==> config.mk <==
export PLATFORM = sky130hd
export DESIGN_NAME = tmpf_formatter
export DESIGN_NICKNAME = d
export VERILOG_FILES = /design/src/hdl/tmpf_pkg.sv /design/src/hdl/tmpf_formatter.sv
export SDC_FILE = /design/constraint.sdc
export NUM_CORES = 1
export LEC_CHECK = 0
export ABC_AREA = 1
export BUFFER_PORTS_ARGS = -buffer_cell sky130_fd_sc_hd__buf_4
export CORE_MARGIN = 1
export CORE_UTILIZATION = 62
export DETAILED_ROUTE_END_ITERATION = 6
export GPL_TIMING_DRIVEN = 0
export PLACE_DENSITY = 0.86
export SLEW_MARGIN = 20
export SYNTH_ARGS = -nofsm -noshare
export SYNTH_HDL_FRONTEND = slang
export SYNTH_SLANG_ARGS = --single-unit
==> constraint.sdc <==
create_clock -name clk_sys -period 10.1 [get_ports clk_sys]
set_clock_uncertainty 0.15 [all_clocks]
set_input_delay 2.525 -clock clk_sys [delete_from_list [all_inputs] [get_ports clk_sys]]
set_output_delay 2.525 -clock clk_sys [all_outputs]
set_load 0.01 [all_outputs]
==> src/hdl/tmpf_pkg.sv <==
// constants, register map and carrier types of the temperature formatter
package tmpf_pkg;
  localparam int ADDR_W = 4;
  localparam int DATA_W = 32;
  localparam int BE_W = 4;
  localparam int BYTE_W = 8;
  localparam int TEMP_W = 16;
  localparam int FRAC_W = 4;
  localparam int INT_W = TEMP_W - FRAC_W;
  localparam int RES_W = 2;
  localparam int ST_W = 8;

  // word addresses of the register file
  localparam logic [ADDR_W-1:0] REG_CONFIG = 4'h0;
  localparam logic [ADDR_W-1:0] REG_RESOLUTION = 4'h1;
  localparam logic [ADDR_W-1:0] REG_LOCAL_RESULT = 4'h2;
  localparam logic [ADDR_W-1:0] REG_REMOTE_RESULT = 4'h3;
  localparam logic [ADDR_W-1:0] REG_LOCAL_HIGH_LIM = 4'h4;
  localparam logic [ADDR_W-1:0] REG_LOCAL_LOW_LIM = 4'h5;
  localparam logic [ADDR_W-1:0] REG_REMOTE_HIGH_LIM = 4'h6;
  localparam logic [ADDR_W-1:0] REG_REMOTE_LOW_LIM = 4'h7;
  localparam logic [ADDR_W-1:0] REG_LOCAL_THERMAL_SHUTDOWN_FLAG_LIM = 4'h8;
  localparam logic [ADDR_W-1:0] REG_REMOTE_THERMAL_SHUTDOWN_FLAG_LIM = 4'h9;
  localparam logic [ADDR_W-1:0] REG_STATUS = 4'hA;
  localparam logic [ADDR_W-1:0] REG_IRQ_MASK = 4'hB;

  localparam int CFG_RANGE_BIT = 2;
  localparam logic RANGE_STD = 1'b0;
  localparam logic RANGE_EXT = 1'b1;

  localparam logic [RES_W-1:0] RES_HALF = 2'h0;
  localparam logic [RES_W-1:0] RES_QUARTER = 2'h1;
  localparam logic [RES_W-1:0] RES_EIGHTH = 2'h2;
  localparam logic [RES_W-1:0] RES_SIXTEENTH = 2'h3;
  localparam logic [RES_W-1:0] RES_RESET = 2'h3;
  localparam logic [FRAC_W-1:0] FMASK_HALF = 4'h8;
  localparam logic [FRAC_W-1:0] FMASK_QUARTER = 4'hC;
  localparam logic [FRAC_W-1:0] FMASK_EIGHTH = 4'hE;
  localparam logic [FRAC_W-1:0] FMASK_SIXTEENTH = 4'hF;

  // integer-degree bounds, one bit wider than the integer field
  localparam logic signed [INT_W:0] STD_MAX_INT = 13'sh007F;
  localparam logic signed [INT_W:0] EXT_OFFSET_INT = 13'sh0040;
  localparam logic signed [INT_W:0] EXT_MIN_INT = 13'sh1FC0;
  localparam logic signed [INT_W:0] EXT_MAX_INT = 13'sh00BF;
  localparam logic signed [INT_W:0] EXT_MAX_CODE = 13'sh00FF;
  localparam logic [BYTE_W-1:0] CODE_ZERO = 8'h00;
  localparam logic [BYTE_W-1:0] STD_MAX_CODE = 8'h7F;
  localparam logic [BYTE_W-1:0] EXT_FULL_CODE = 8'hFF;
  localparam logic [BYTE_W-1:0] EXT_OFFSET_CODE = 8'h40;
  localparam logic [FRAC_W-1:0] NIB_ZERO = 4'h0;

  localparam logic [BYTE_W-1:0] LIM_HIGH_RESET = 8'h55;
  localparam logic [BYTE_W-1:0] LIM_LOW_RESET = 8'h00;
  localparam logic [BYTE_W-1:0] LIM_THERMAL_SHUTDOWN_FLAG_RESET = 8'h55;
  localparam logic [ST_W-1:0] MASK_RESET = 8'h00;

  // status bits, shared by the mask register
  localparam int ST_LOC_HIGH = 0;
  localparam int ST_LOC_LOW = 1;
  localparam int ST_REM_HIGH = 2;
  localparam int ST_REM_LOW = 3;
  localparam int ST_LOC_THERMAL_SHUTDOWN_FLAG = 4;
  localparam int ST_REM_THERMAL_SHUTDOWN_FLAG = 5;
  localparam int ST_LOC_DONE = 6;
  localparam int ST_REM_DONE = 7;

  localparam logic CH_LOCAL = 1'b0;
  localparam logic CH_REMOTE = 1'b1;

  typedef struct packed {
    logic valid;
    logic chan;
    logic signed [TEMP_W-1:0] temp;
  } tmpf_conv_t;

  typedef struct packed {
    logic read;
    logic write;
    logic [ADDR_W-1:0] address;
    logic [DATA_W-1:0] writedata;
    logic [BE_W-1:0] byteenable;
  } tmpf_avs_req_t;

  typedef struct packed {
    logic [DATA_W-1:0] readdata;
    logic waitrequest;
  } tmpf_avs_rsp_t;

  typedef struct packed {
    logic range;
    logic [RES_W-1:0] res;
    logic [BYTE_W-1:0] loc_hi;
    logic [BYTE_W-1:0] loc_lo;
    logic [BYTE_W-1:0] rem_hi;
    logic [BYTE_W-1:0] rem_lo;
    logic [BYTE_W-1:0] loc_high_lim;
    logic [BYTE_W-1:0] loc_low_lim;
    logic [BYTE_W-1:0] rem_high_lim;
    logic [BYTE_W-1:0] rem_low_lim;
    logic [BYTE_W-1:0] loc_thermal_shutdown_flag_lim;
    logic [BYTE_W-1:0] rem_thermal_shutdown_flag_lim;
    logic [ST_W-1:0] status;
    logic [ST_W-1:0] mask;
    logic [1:0] alert_src;
    logic [1:0] thermal_shutdown_flag_src;
    logic ack;
    logic [DATA_W-1:0] rdata;
  } tmpf_state_t;
endpackage

==> src/hdl/tmpf_formatter.sv <==
// temperature result formatter with limit comparators and register file
// Summary of operation
// [RULE1] reset selects standard range, zero to 127
// [RULE2] config bit two set selects extended range
// [RULE3] standard range: below zero gives code zero
// [RULE4] standard range: above 127 saturates at 7Fh
// [RULE5] range change applies from next conversion only
// [RULE6] extended range: code is degrees plus 64
// [RULE7] extended codes span -64 to +191 degrees
// [RULE8] extended range clamps outside codes zero..FFh
// [RULE9] limits are never reformatted on range change
// [RULE10] two bytes; high byte whole degrees
// [RULE11] low byte holds the fractional part
// [RULE12] fraction in upper nibble, truncated to step
// [RULE13] remote fraction always in sixteenths
// [RULE14] local step selected by two resolution bits
// [RULE15] high/low limit violations drive the alert flag
// [RULE16] thermal limit excess drives shutdown flag
// [RULE17] config, results, limits, status are readable
//
// The placing of the registers and the Avalon-MM slave port were chosen for this implementation.
`timescale 1ns/100ps
module tmpf_formatter (
  input wire logic clk_sys,
  input wire logic rst,
  input wire tmpf_pkg::tmpf_conv_t conv,
  input wire tmpf_pkg::tmpf_avs_req_t avs_req,
  output tmpf_pkg::tmpf_avs_rsp_t avs_rsp,
  output logic irq,
  output logic alert_out,
  output logic alert_oe_n,
  output logic thermal_shutdown_flag_out,
  output logic thermal_shutdown_flag_oe_n
);
  import tmpf_pkg::*;

  tmpf_state_t s_reg;
  tmpf_state_t s_next;
  logic req;
  logic acc;
  logic done;
  logic [FRAC_W-1:0] fmask;
  logic [TEMP_W-1:0] fmt_res;
  logic [BYTE_W-1:0] hi_new;
  logic [BYTE_W-1:0] lim_high;
  logic [BYTE_W-1:0] lim_low;
  logic [BYTE_W-1:0] lim_thermal_shutdown_flag;
  logic over;
  logic under;
  logic hot;
  logic [ST_W-1:0] ev;
  logic [ST_W-1:0] st_clr;
  logic [BYTE_W-1:0] wbyte;
  logic wr_lane;

  // local step as a mask on the sixteenths nibble
  function automatic logic [FRAC_W-1:0] res_mask(
    input logic [RES_W-1:0] r
  );
    unique case (r)
      RES_HALF: res_mask = FMASK_HALF;
      RES_QUARTER: res_mask = FMASK_QUARTER;
      RES_EIGHTH: res_mask = FMASK_EIGHTH;
      RES_SIXTEENTH: res_mask = FMASK_SIXTEENTH;
    endcase
  endfunction

  // two-byte result from a signed sixteenths value
  function automatic logic [TEMP_W-1:0] fmt(
    input logic [TEMP_W-1:0] t,
    input logic ext,
    input logic [FRAC_W-1:0] m
  );
    logic signed [INT_W:0] ip;
    logic signed [INT_W:0] code;
    logic [FRAC_W-1:0] fr;
    ip = $signed({t[TEMP_W-1], t[TEMP_W-1:FRAC_W]});
    fr = t[FRAC_W-1:0] & m; // RULE12
    code = ip + EXT_OFFSET_INT; // RULE6
    if (ext == RANGE_STD) begin
      if (ip < 0) begin
        fmt = {CODE_ZERO, CODE_ZERO}; // RULE3
      end else if (ip > STD_MAX_INT) begin
        fmt = {STD_MAX_CODE, CODE_ZERO}; // RULE4
      end else begin
        fmt = {ip[BYTE_W-1:0], fr, NIB_ZERO}; // RULE10 RULE11
      end
    end else begin
      if (code < 0) begin
        fmt = {CODE_ZERO, CODE_ZERO}; // RULE8
      end else if (code > EXT_MAX_CODE) begin
        fmt = {EXT_FULL_CODE, CODE_ZERO}; // RULE8
      end else begin
        fmt = {code[BYTE_W-1:0], fr, NIB_ZERO}; // RULE7
      end
    end
  endfunction

  // read mux; unmapped words read as zero
  function automatic logic [DATA_W-1:0] rd_word(
    input logic [ADDR_W-1:0] a,
    input tmpf_state_t s
  );
    rd_word = '0;
    unique case (a)
      REG_CONFIG: rd_word[CFG_RANGE_BIT] = s.range;
      REG_RESOLUTION: rd_word[RES_W-1:0] = s.res;
      REG_LOCAL_RESULT: rd_word[2*BYTE_W-1:0] = {s.loc_hi, s.loc_lo};
      REG_REMOTE_RESULT: rd_word[2*BYTE_W-1:0] = {s.rem_hi, s.rem_lo};
      REG_LOCAL_HIGH_LIM: rd_word[BYTE_W-1:0] = s.loc_high_lim;
      REG_LOCAL_LOW_LIM: rd_word[BYTE_W-1:0] = s.loc_low_lim;
      REG_REMOTE_HIGH_LIM: rd_word[BYTE_W-1:0] = s.rem_high_lim;
      REG_REMOTE_LOW_LIM: rd_word[BYTE_W-1:0] = s.rem_low_lim;
      REG_LOCAL_THERMAL_SHUTDOWN_FLAG_LIM: rd_word[BYTE_W-1:0] = s.loc_thermal_shutdown_flag_lim;
      REG_REMOTE_THERMAL_SHUTDOWN_FLAG_LIM: rd_word[BYTE_W-1:0] = s.rem_thermal_shutdown_flag_lim;
      REG_STATUS: rd_word[ST_W-1:0] = s.status;
      REG_IRQ_MASK: rd_word[ST_W-1:0] = s.mask;
      default: rd_word = '0;
    endcase
  endfunction

  always_comb begin
    s_next = s_reg;
    req = avs_req.read | avs_req.write;
    // first cycle of a request captures read data, second completes it
    acc = req & ~s_reg.ack;
    done = req & s_reg.ack;
    s_next.ack = acc;
    if (acc && avs_req.read) begin
      s_next.rdata = rd_word(avs_req.address, s_reg); // RULE17
    end
    wbyte = avs_req.writedata[BYTE_W-1:0];
    wr_lane = done & avs_req.write & avs_req.byteenable[0];

    // format with the range in force when the conversion completes
    fmask = (conv.chan == CH_REMOTE) ? FMASK_SIXTEENTH // RULE13
                                     : res_mask(s_reg.res); // RULE14
    fmt_res = fmt(conv.temp, s_reg.range, fmask); // RULE5
    hi_new = fmt_res[TEMP_W-1:BYTE_W];
    lim_high = conv.chan ? s_reg.rem_high_lim : s_reg.loc_high_lim;
    lim_low = conv.chan ? s_reg.rem_low_lim : s_reg.loc_low_lim;
    lim_thermal_shutdown_flag = conv.chan ? s_reg.rem_thermal_shutdown_flag_lim : s_reg.loc_thermal_shutdown_flag_lim;
    // limits compare as raw codes in whatever encoding software wrote
    over = hi_new > lim_high; // RULE15
    under = hi_new < lim_low; // RULE15
    hot = hi_new > lim_thermal_shutdown_flag; // RULE16
    ev = '0;
    if (conv.valid) begin
      if (conv.chan == CH_REMOTE) begin
        s_next.rem_hi = hi_new;
        s_next.rem_lo = fmt_res[BYTE_W-1:0];
        ev[ST_REM_HIGH] = over;
        ev[ST_REM_LOW] = under;
        ev[ST_REM_THERMAL_SHUTDOWN_FLAG] = hot;
        ev[ST_REM_DONE] = 1'b1;
      end else begin
        s_next.loc_hi = hi_new;
        s_next.loc_lo = fmt_res[BYTE_W-1:0];
        ev[ST_LOC_HIGH] = over;
        ev[ST_LOC_LOW] = under;
        ev[ST_LOC_THERMAL_SHUTDOWN_FLAG] = hot;
        ev[ST_LOC_DONE] = 1'b1;
      end
      s_next.alert_src[conv.chan] = over | under; // RULE15
      s_next.thermal_shutdown_flag_src[conv.chan] = hot; // RULE16
    end

    // a status read clears only the bits it returned; new events win
    st_clr = '0;
    if (done && avs_req.read && avs_req.address == REG_STATUS) begin
      st_clr = s_reg.rdata[ST_W-1:0];
    end
    s_next.status = (s_reg.status & ~st_clr) | ev;

    if (wr_lane) begin
      unique case (avs_req.address)
        REG_CONFIG: s_next.range = wbyte[CFG_RANGE_BIT]; // RULE2 RULE9
        REG_RESOLUTION: s_next.res = wbyte[RES_W-1:0]; // RULE14
        REG_LOCAL_HIGH_LIM: s_next.loc_high_lim = wbyte;
        REG_LOCAL_LOW_LIM: s_next.loc_low_lim = wbyte;
        REG_REMOTE_HIGH_LIM: s_next.rem_high_lim = wbyte;
        REG_REMOTE_LOW_LIM: s_next.rem_low_lim = wbyte;
        REG_LOCAL_THERMAL_SHUTDOWN_FLAG_LIM: s_next.loc_thermal_shutdown_flag_lim = wbyte;
        REG_REMOTE_THERMAL_SHUTDOWN_FLAG_LIM: s_next.rem_thermal_shutdown_flag_lim = wbyte;
        REG_IRQ_MASK: s_next.mask = wbyte;
        default: s_next.ack = acc;
      endcase
    end
  end

  always_ff @(posedge clk_sys or posedge rst) begin
    if (rst) begin
      s_reg <= '0;
      s_reg.range <= RANGE_STD; // RULE1
      s_reg.res <= RES_RESET;
      s_reg.loc_high_lim <= LIM_HIGH_RESET;
      s_reg.loc_low_lim <= LIM_LOW_RESET;
      s_reg.rem_high_lim <= LIM_HIGH_RESET;
      s_reg.rem_low_lim <= LIM_LOW_RESET;
      s_reg.loc_thermal_shutdown_flag_lim <= LIM_THERMAL_SHUTDOWN_FLAG_RESET;
      s_reg.rem_thermal_shutdown_flag_lim <= LIM_THERMAL_SHUTDOWN_FLAG_RESET;
      s_reg.mask <= MASK_RESET;
    end else begin
      s_reg <= s_next;
    end
  end

  assign avs_rsp = '{readdata: s_reg.rdata, waitrequest: acc};
  assign irq = |(s_reg.status & s_reg.mask);
  // open-drain pins: pulled low while the enable is low
  assign alert_out = 1'b0;
  assign alert_oe_n = ~(|s_reg.alert_src); // RULE15
  assign thermal_shutdown_flag_out = 1'b0;
  assign thermal_shutdown_flag_oe_n = ~(|s_reg.thermal_shutdown_flag_src); // RULE16

  // checks
  logic signed [INT_W:0] a_ip;
  logic a_cfg_wr;
  logic a_any_lim_wr;
  assign a_ip = $signed({conv.temp[TEMP_W-1], conv.temp[TEMP_W-1:FRAC_W]});
  assign a_cfg_wr = wr_lane && avs_req.address == REG_CONFIG;
  assign a_any_lim_wr = wr_lane && avs_req.address >= REG_LOCAL_HIGH_LIM
                        && avs_req.address <= REG_REMOTE_THERMAL_SHUTDOWN_FLAG_LIM;

  chk_range_stays_std: assert property ( // RULE1
    @(posedge clk_sys) disable iff (rst)
    s_reg.range == RANGE_STD && !a_cfg_wr |=> s_reg.range == RANGE_STD)
    else $error("range left standard without a config write");

  chk_range_set_ext: assert property ( // RULE2
    @(posedge clk_sys) disable iff (rst)
    a_cfg_wr && wbyte[CFG_RANGE_BIT] |=> s_reg.range == RANGE_EXT)
    else $error("config write did not select extended range");

  chk_std_below_zero: assert property ( // RULE3
    @(posedge clk_sys) disable iff (rst)
    conv.valid && conv.chan == CH_LOCAL && s_reg.range == RANGE_STD
    && a_ip < 0 |=> s_reg.loc_hi == CODE_ZERO && s_reg.loc_lo == CODE_ZERO)
    else $error("negative standard result not zero");

  chk_std_saturate: assert property ( // RULE4
    @(posedge clk_sys) disable iff (rst)
    conv.valid && conv.chan == CH_REMOTE && s_reg.range == RANGE_STD
    && a_ip > STD_MAX_INT |=> s_reg.rem_hi == STD_MAX_CODE)
    else $error("standard result not saturated at 7Fh");

  chk_results_hold: assert property ( // RULE5
    @(posedge clk_sys) disable iff (rst)
    !conv.valid ##1 !conv.valid |-> $stable(s_reg.loc_hi)
    && $stable(s_reg.rem_hi) && $stable(s_reg.loc_lo))
    else $error("result changed without a conversion");

  chk_ext_offset: assert property ( // RULE6
    @(posedge clk_sys) disable iff (rst)
    conv.valid && conv.chan == CH_LOCAL && s_reg.range == RANGE_EXT
    && a_ip >= EXT_MIN_INT && a_ip <= EXT_MAX_INT
    |=> s_reg.loc_hi == $past(conv.temp[TEMP_W-5:FRAC_W]) + EXT_OFFSET_CODE)
    else $error("extended code not degrees plus 64");

  chk_ext_clamp: assert property ( // RULE8
    @(posedge clk_sys) disable iff (rst)
    conv.valid && conv.chan == CH_REMOTE && s_reg.range == RANGE_EXT
    && a_ip > EXT_MAX_INT |=> s_reg.rem_hi == EXT_FULL_CODE)
    else $error("extended result above range not clamped");

  chk_limits_kept: assert property ( // RULE9
    @(posedge clk_sys) disable iff (rst)
    a_cfg_wr && !conv.valid |=> $stable(s_reg.loc_high_lim)
    && $stable(s_reg.rem_low_lim) && $stable(s_reg.loc_thermal_shutdown_flag_lim))
    else $error("limit changed on a range write");

  chk_remote_sixteenths: assert property ( // RULE13
    @(posedge clk_sys) disable iff (rst)
    conv.valid && conv.chan == CH_REMOTE && s_reg.range == RANGE_EXT
    && a_ip >= EXT_MIN_INT && a_ip <= EXT_MAX_INT
    |=> s_reg.rem_lo == {$past(conv.temp[FRAC_W-1:0]), NIB_ZERO})
    else $error("remote fraction not full sixteenths");

  chk_local_half_step: assert property ( // RULE14
    @(posedge clk_sys) disable iff (rst)
    conv.valid && conv.chan == CH_LOCAL && s_reg.res == RES_HALF
    |=> s_reg.loc_lo[BYTE_W-2:0] == '0)
    else $error("local half-degree step left low bits set");

  chk_alert_drive: assert property ( // RULE15
    @(posedge clk_sys) disable iff (rst)
    conv.valid && (over || under)
    |=> !alert_oe_n && (s_reg.status & ~s_reg.mask | s_reg.status) != '0)
    else $error("limit violation did not pull alert");

  chk_thermal_shutdown_flag_drive: assert property ( // RULE16
    @(posedge clk_sys) disable iff (rst)
    conv.valid && hot |=> !thermal_shutdown_flag_oe_n [*1] ##0
    s_reg.status[$past(conv.chan) ? ST_REM_THERMAL_SHUTDOWN_FLAG : ST_LOC_THERMAL_SHUTDOWN_FLAG])
    else $error("thermal limit excess did not raise flag");

  chk_cfg_readback: assert property ( // RULE17
    @(posedge clk_sys) disable iff (rst)
    acc && avs_req.read && avs_req.address == REG_CONFIG
    |=> avs_rsp.readdata[CFG_RANGE_BIT] == $past(s_reg.range)
    && !avs_rsp.waitrequest)
    else $error("config readback wrong or late");

  chk_std_whole_deg: assert property ( // RULE10
    @(posedge clk_sys) disable iff (rst)
    conv.valid && conv.chan == CH_LOCAL && s_reg.range == RANGE_STD
    && a_ip >= 0 && a_ip <= STD_MAX_INT
    |=> s_reg.loc_hi == $past(conv.temp[TEMP_W-5:FRAC_W]))
    else $error("standard result not whole degrees");

  chk_low_nibble_zero: assert property ( // RULE12
    @(posedge clk_sys) disable iff (rst)
    conv.valid |=> s_reg.loc_lo[FRAC_W-1:0] == NIB_ZERO
    && s_reg.rem_lo[FRAC_W-1:0] == NIB_ZERO)
    else $error("fraction lower nibble not zero");

  chk_ext_floor: assert property ( // RULE8
    @(posedge clk_sys) disable iff (rst)
    conv.valid && conv.chan == CH_LOCAL && s_reg.range == RANGE_EXT
    && a_ip < EXT_MIN_INT |=> s_reg.loc_hi == CODE_ZERO
    && s_reg.loc_lo == CODE_ZERO)
    else $error("extended result below range not clamped");

  chk_lim_write_only: assert property ( // RULE9
    @(posedge clk_sys) disable iff (rst)
    !a_any_lim_wr |=> $stable(s_reg.loc_low_lim)
    && $stable(s_reg.rem_high_lim) && $stable(s_reg.rem_thermal_shutdown_flag_lim))
    else $error("limit changed without a limit write");

  chk_local_quarter_step: assert property ( // RULE14
    @(posedge clk_sys) disable iff (rst)
    conv.valid && conv.chan == CH_LOCAL && s_reg.res == RES_QUARTER
    |=> s_reg.loc_lo[BYTE_W-3:0] == '0)
    else $error("local quarter-degree step left low bits set");

  chk_alert_release: assert property ( // RULE15
    @(posedge clk_sys) disable iff (rst)
    conv.valid && !over && !under && !s_reg.alert_src[~conv.chan]
    |=> alert_oe_n)
    else $error("alert held after violation ended");

  chk_thermal_shutdown_flag_release: assert property ( // RULE16
    @(posedge clk_sys) disable iff (rst)
    conv.valid && !hot && !s_reg.thermal_shutdown_flag_src[~conv.chan]
    |=> thermal_shutdown_flag_oe_n)
    else $error("thermal flag held after excess ended");

  chk_wait_one_cycle: assert property ( // RULE17
    @(posedge clk_sys) disable iff (rst)
    avs_rsp.waitrequest && (avs_req.read || avs_req.write)
    |=> !avs_rsp.waitrequest)
    else $error("waitrequest held beyond one cycle");

  chk_status_cleared: assert property ( // RULE17
    @(posedge clk_sys) disable iff (rst)
    done && avs_req.read && avs_req.address == REG_STATUS && !conv.valid
    |=> (s_reg.status & $past(s_reg.rdata[ST_W-1:0])) == '0)
    else $error("status read did not clear returned bits");

  chk_status_sticky: assert property ( // RULE17
    @(posedge clk_sys) disable iff (rst)
    !(done && avs_req.read && avs_req.address == REG_STATUS)
    |=> (s_reg.status & $past(s_reg.status)) == $past(s_reg.status))
    else $error("status bit dropped without a status read");

  cov_ext_conv: cover property (
    @(posedge clk_sys) disable iff (rst)
    conv.valid && s_reg.range == RANGE_EXT);

  cov_alert: cover property (
    @(posedge clk_sys) disable iff (rst) $fell(alert_oe_n));

  cov_status_clear: cover property (
    @(posedge clk_sys) disable iff (rst)
    done && avs_req.read && avs_req.address == REG_STATUS
    && s_reg.rdata[ST_W-1:0] != '0);

  cov_std_saturate: cover property (
    @(posedge clk_sys) disable iff (rst)
    conv.valid && s_reg.range == RANGE_STD && a_ip > STD_MAX_INT);

  cov_thermal_shutdown_flag: cover property (
    @(posedge clk_sys) disable iff (rst) $fell(thermal_shutdown_flag_oe_n));
endmodule

# --- Yosys cells after proc, flatten, opt, wreduce, memory -nomap -nowiden ---
# Index checks and enable logic that the tools add are counted.
totals:
  memories: 0
  ramBits: 0
  inputBits: 62
  ff_bits: 120
  output_inout_bits: 38
  mem_bits_ro: 0
  latch_bits: 0
classes:
  n_addsub: 1
  mul: 0
  magnitude_cmp: 9
  bitwise: 15
  div_mod_pow: 0
  muxes: 26
  eq_ne: 14
  shifts: 0
  n_reduce_logical: 20
op_table:
  columns: ["operator", "count"]
  rows:
  - ["$mux W16", 5]
  - ["$pmux W5 S10", 1]
  - ["$mux W8", 5]
  - ["$pmux W2 S11", 1]
  - ["$reduce_and A2 Y1", 11]
  - ["$and A8 B8 Y8", 2]
  - ["$eq A4 B3 Y1 const B", 4]
  - ["$eq A4 B4 Y1 const B", 4]
  - ["$gt A8 B8 Y1", 2]
  - ["$pmux W4 S4", 1]
  - ["$pmux W8 S2", 1]
  - ["$add A12 B8 Y13 const B", 1]
  - ["$gt A13 B9 Y1 const B", 1]
  - ["$lt A13 B1 Y1 const B", 1]
  - ["$gt A12 B8 Y1 const B", 1]
  - ["$lt A12 B1 Y1 const B", 1]
  - ["$pmux W1 S11", 1]
  - ["$eq A4 B2 Y1 const B", 2]
  - ["$lt A8 B8 Y1", 1]
  - ["$not A8 Y8", 1]
  - ["$or A8 B8 Y8", 1]
  - ["$reduce_or A8 Y1", 1]
  - ["$mux W1", 5]
  - ["$and A1 B1 Y1", 4]
  - ["16 further kinds", 27]

# --- Logic depth before layout (Yosys ltp) ---
depth:
  depth_word: 11
  mapped_depth: 22
  mapped_depth_nobuf: 22

# --- Worst setup path before layout ---
# No wires, ideal clock.
synth_timing:
  path_kind: "input port to output port"
  from: "input port avs_req[40] in the netlist's numbering"
  to: "output port avs_rsp[0] in the netlist's numbering"
  arrival_ns: 2.843
  stages: 3
  path_buffers: 1
  path_slack_ns: 4.582
  path_cell_list: "inv_1 > a21oi_1 > buf_4"
synth_between:
  elab_chain_cells: 2
synth_rtl:
  columns: ["item", "line_no", "rtl"]
  rows:
  - ["from (decl)", "tmpf_formatter.sv:27", "input wire tmpf_pkg::tmpf_avs_req_t avs_req,"]
  - ["$or A1 B1 Y1", "tmpf_formatter.sv:124", "req = avs_req.read | avs_req.write;"]
  - ["$and A1 B1 Y1", "tmpf_formatter.sv:126", "acc = req & ~s_reg.ack;"]
  - ["to (decl)", "tmpf_formatter.sv:28", "output tmpf_pkg::tmpf_avs_rsp_t avs_rsp,"]
# No other way between the ends.

# --- Worst setup path in the final report ---
# Same ends and word-level chain as after synthesis.

==> flow_summary.json <==
{
  "drc_errors": 0,
  "synth_top_area_cell": "dfrtp_1",
  "critPathKind": "input port to output port",
  "tightest_slew_ns": 0.908,
  "rrSetupSlack_ns": 7.01,
  "multi_input_area_sq_um": 2820,
  "cp_top_family": "buffers and inverters",
  "synth_area_sq_um": 6230,
  "fp-row-count": 36,
  "grt_pass1_wl_um": 27400,
  "worst_r2r_endpoint": "s_reg[36]",
  "maxSlewHeadroom_pct": 38.8,
  "synth_compound_area_share_pct": 17.3,
  "cpPeakStageDelay_ns": 0.20,
  "seqCellArea_sq_um": 2830,
  "finalSetupTns_ns": 0,
  "avgRoutedWirePerCell_um": 17.3,
  "intPower_uw": 706,
  "synth_top_family_by_area": "simple AND/OR/NAND/NOR gates",
  "htreeDepth": 3,
  "die-area_sq_um": 10500,
  "finalMaxSlewViolations": 0,
  "min_path_type": "register to register",
  "reg2reg_from": "s_reg[135]",
  "dr.pass1.iters": 5,
  "switching_share_pct": 33.3,
  "rsz0062_at_grt": "no",
  "netlist-cell-type-count": 36,
  "crit_top_cell": "buf_4",
  "largest_register_ffs": 96,
  "diodes": 0,
  "p_sw_uw": 352,
  "clk_path_buf_depth": 2,
  "worstHoldEndpoint": "avs_rsp[13]",
  "cts_tree": "done",
  "post_cts_buffers": 0,
  "synth_top_area_share_pct": 37.7,
  "leakagePower_nw": 3.42,
  "synthSimpleGateAreaFrac_pct": 20.4,
  "drv_cap": 0,
  "cts_hold_buffers": 0,
  "avgSynthCellArea_sq_um": 7.94,
  "critPathLaunch": "avs_req[40]",
  "clkTransAtPathRegs_ns": 0.11,
  "arrival_ns": 3.10,
  "grt_max_degree": 64,
  "overflow": 0,
  "track_usage_pct": 35.6,
  "post-dp-hpwl_um": 13400,
  "p_comb_share_pct": 24.7,
  "cts_buffers": 9,
  "synth_xor_area_share_pct": 0.281,
  "core_sq_um": 9770,
  "totalWireLength_um": 17400,
  "antenna_found_initial": 0,
  "synth_seq_cells": 112,
  "fillCellCount": 800,
  "min_period_ns": 5.77,
  "viasPerCell": 5.84,
  "required_ns": 7.43,
  "fin_nets": 952,
  "grt_pass1_vias": 5373,
  "port-buffer-count": 52,
  "status": "finished clean",
  "min_path_cells": 2,
  "crit_slowest_cell": "a21oi_1",
  "cp_num_buf_inv": 4,
  "end_kind": "output port",
  "cts_sinks": 112,
  "cp_cell_sequence": "buf_4, inv_1, a21oi_1, buf_4, buf_4",
  "gp_congestion": 0.993,
  "cts_resized": 0,
  "antenna_left": 0,
  "setup_viol": 0,
  "finalCritPeriodShare_pct": 57.2,
  "worstPathMaxFanout": 2,
  "ir_worst_vdd_uv": 117,
  "synthMuxAreaShare_pct": 1.12,
  "reg2reg_depth": 10,
  "insertion_delay_ns": 0.39,
  "power_density_nw_per_um2": 150,
  "netlist_instances": 785,
  "synthTopCellsByArea": "dfrtp_1 38%, nand2_1 14%, o21ai_0 9.5%",
  "hold_viol_final": 0,
  "fmax_ghz": 0.173,
  "drtIter0Drc": 566,
  "start_util_pct": 63.8,
  "hold_slack_ns": 0.340,
  "ys_seq_area_share_pct": 45.3,
  "die_h_um": 102,
  "die_x_um": 102,
  "drive_above_1_share_pct": 16.4,
  "hp-start": "avs_rsp[13]",
  "p_seq_share_pct": 51.9,
  "synth_fa_ha_area_share_pct": 4.82,
  "vias": 5861,
  "p_clk_share_pct": 23.4,
  "root_buffer": "clkbuf_8",
  "ys_warn_count": 0,
  "cp-start-kind": "input port",
  "areaGrowthSynthToFinish_pct": 13.3,
  "ios": 100
}
-- cells in the mapped netlist --
master and n:
o41ai_1 1, mux2i_1 7, nand2_1 233, buf_2 3
clkbuf_4 1, o2111ai_1 3, nand4_1 7, a31oi_1 2
o211ai_1 1, a22oi_1 2, nor2_1 33, a22o_1 3
nand3_1 20, xnor2_1 2, a21oi_1 22, nand2_2 3
nand3b_1 2, nand3_2 1, buf_1 2, clkbuf_1 14
dfstp_2 18, a211oi_1 3, buf_4 35, ha_1 24
conb_1 1, a21oi_4 1, nand2_4 3, inv_1 82
or2_2 1, nor3_1 3, inv_2 3, a221oi_1 18
dfrtp_1 94, o21ai_0 118, o22ai_1 14, nor2_2 5
-- cell type report --
class                   instances  share of cell area [%]
inverters                      85                    4.59
repair buffers                 53                    5.91
flip-flops and latches        112                    40.0
plain buffers                  55                    4.89
well taps                     133                    2.36
clock inverters                 5                   0.549
multi-input cells             550                    39.9
clock buffers                  11                    1.86
-- metal layers --
metal | GRT usage, % | share of wire (%) | up-vias
li1 | - | - | 2715
met1 | 46.8 | 40 | 2781
met2 | 56.6 | 47 | 305
met3 | 6.84 | 8.6 | 60
met4 | 17.7 | 4.2 | 0
met5 | 0 | 0 | -
-- cell families (layout without fill, tap and decap cells) --
group | after synthesis | count (layout)
AND/OR/NAND/NOR | 311 | 311
AO/OA/AOI/OAI | 188 | 188
buffers and inverters | 140 | 209
flip-flops | 112 | 112
adder cells (fa/ha/maj) | 24 | 24
multiplexers | 7 | 7
XOR/XNOR | 2 | 2
other | 1 | 18
-- worst reg2reg max path, delay by kind of cell, from the launching register on --
kind	cells	cell delay [ns]
fa+ha+maj	1	0.38
simple gates	3	0.36
buf+inv	2	0.54
flops	1	0.43
compound gates	4	1.18
-- power by group through the flow --
stage | Combinational [mW] | Sequential, mW | Clock [mW]
after global placement | 0.244 | 0.553 | 0
after CTS | 0.259 | 0.547 | 0.248
after floorplan | 0.176 | 0.541 | 0
after global routing | 0.295 | 0.554 | 0.265
final | 0.262 | 0.549 | 0.247
after detailed placement | 0.258 | 0.555 | 0
-- worst max-delay path by stage --
stage	to	depth (start not counted)	slack, ns
detailed placement	avs_rsp[0]	5	4.32
floorplan	avs_rsp[10]	1	4.50
CTS	avs_rsp[0]	5	4.32
finish	avs_rsp[0]	5	4.33
global placement	avs_rsp[14]	2	3.47
global route	avs_rsp[0]	5	4.29
-- cells in the final DEF, fill, tap and decap left out, types with 3 or more instances in the layout --
master / synthesis / final
conb_1: 1 / 18
clkbuf_1: 14 / 16
a22o_1: 3 / 3
clkbuf_8: 0 / 9
inv_6: 0 / 4
buf_2: 3 / 3
nor2_1: 33 / 33
inv_1: 82 / 81
dfrtp_1: 94 / 94
inv_2: 3 / 3
nand2_2: 3 / 3
nor2_2: 5 / 5
dfstp_2: 18 / 18
ha_1: 24 / 24
a21oi_1: 22 / 22
a211oi_1: 3 / 3
o21ai_0: 118 / 118
mux2i_1: 7 / 7
nand2_4: 3 / 3
nand3_1: 20 / 20
nand4_1: 7 / 7
o2111ai_1: 3 / 3
o22ai_1: 14 / 14
a221oi_1: 18 / 18
nand2_1: 233 / 233
buf_4: 35 / 87
nor3_1: 3 / 3
-- per-stage QoR --
step | util, % | worst slack, ns | instances | area [sq um] | power (mW)
floorplan | - | 4.50 | 802 | 6300 | 0.717
global placement | 70.1 | 3.47 | 987 | 6860 | 0.797
detailed placement | 70.5 | 4.32 | 988 | 6900 | 0.813
CTS | 72.3 | 4.32 | 1004 | 7070 | 1.05
global route | 72.3 | 4.29 | 1004 | 7070 | 1.11
finish | 72.3 | 4.33 | 1004 | 7070 | 1.06
Power figures use the tool's default switching activity.
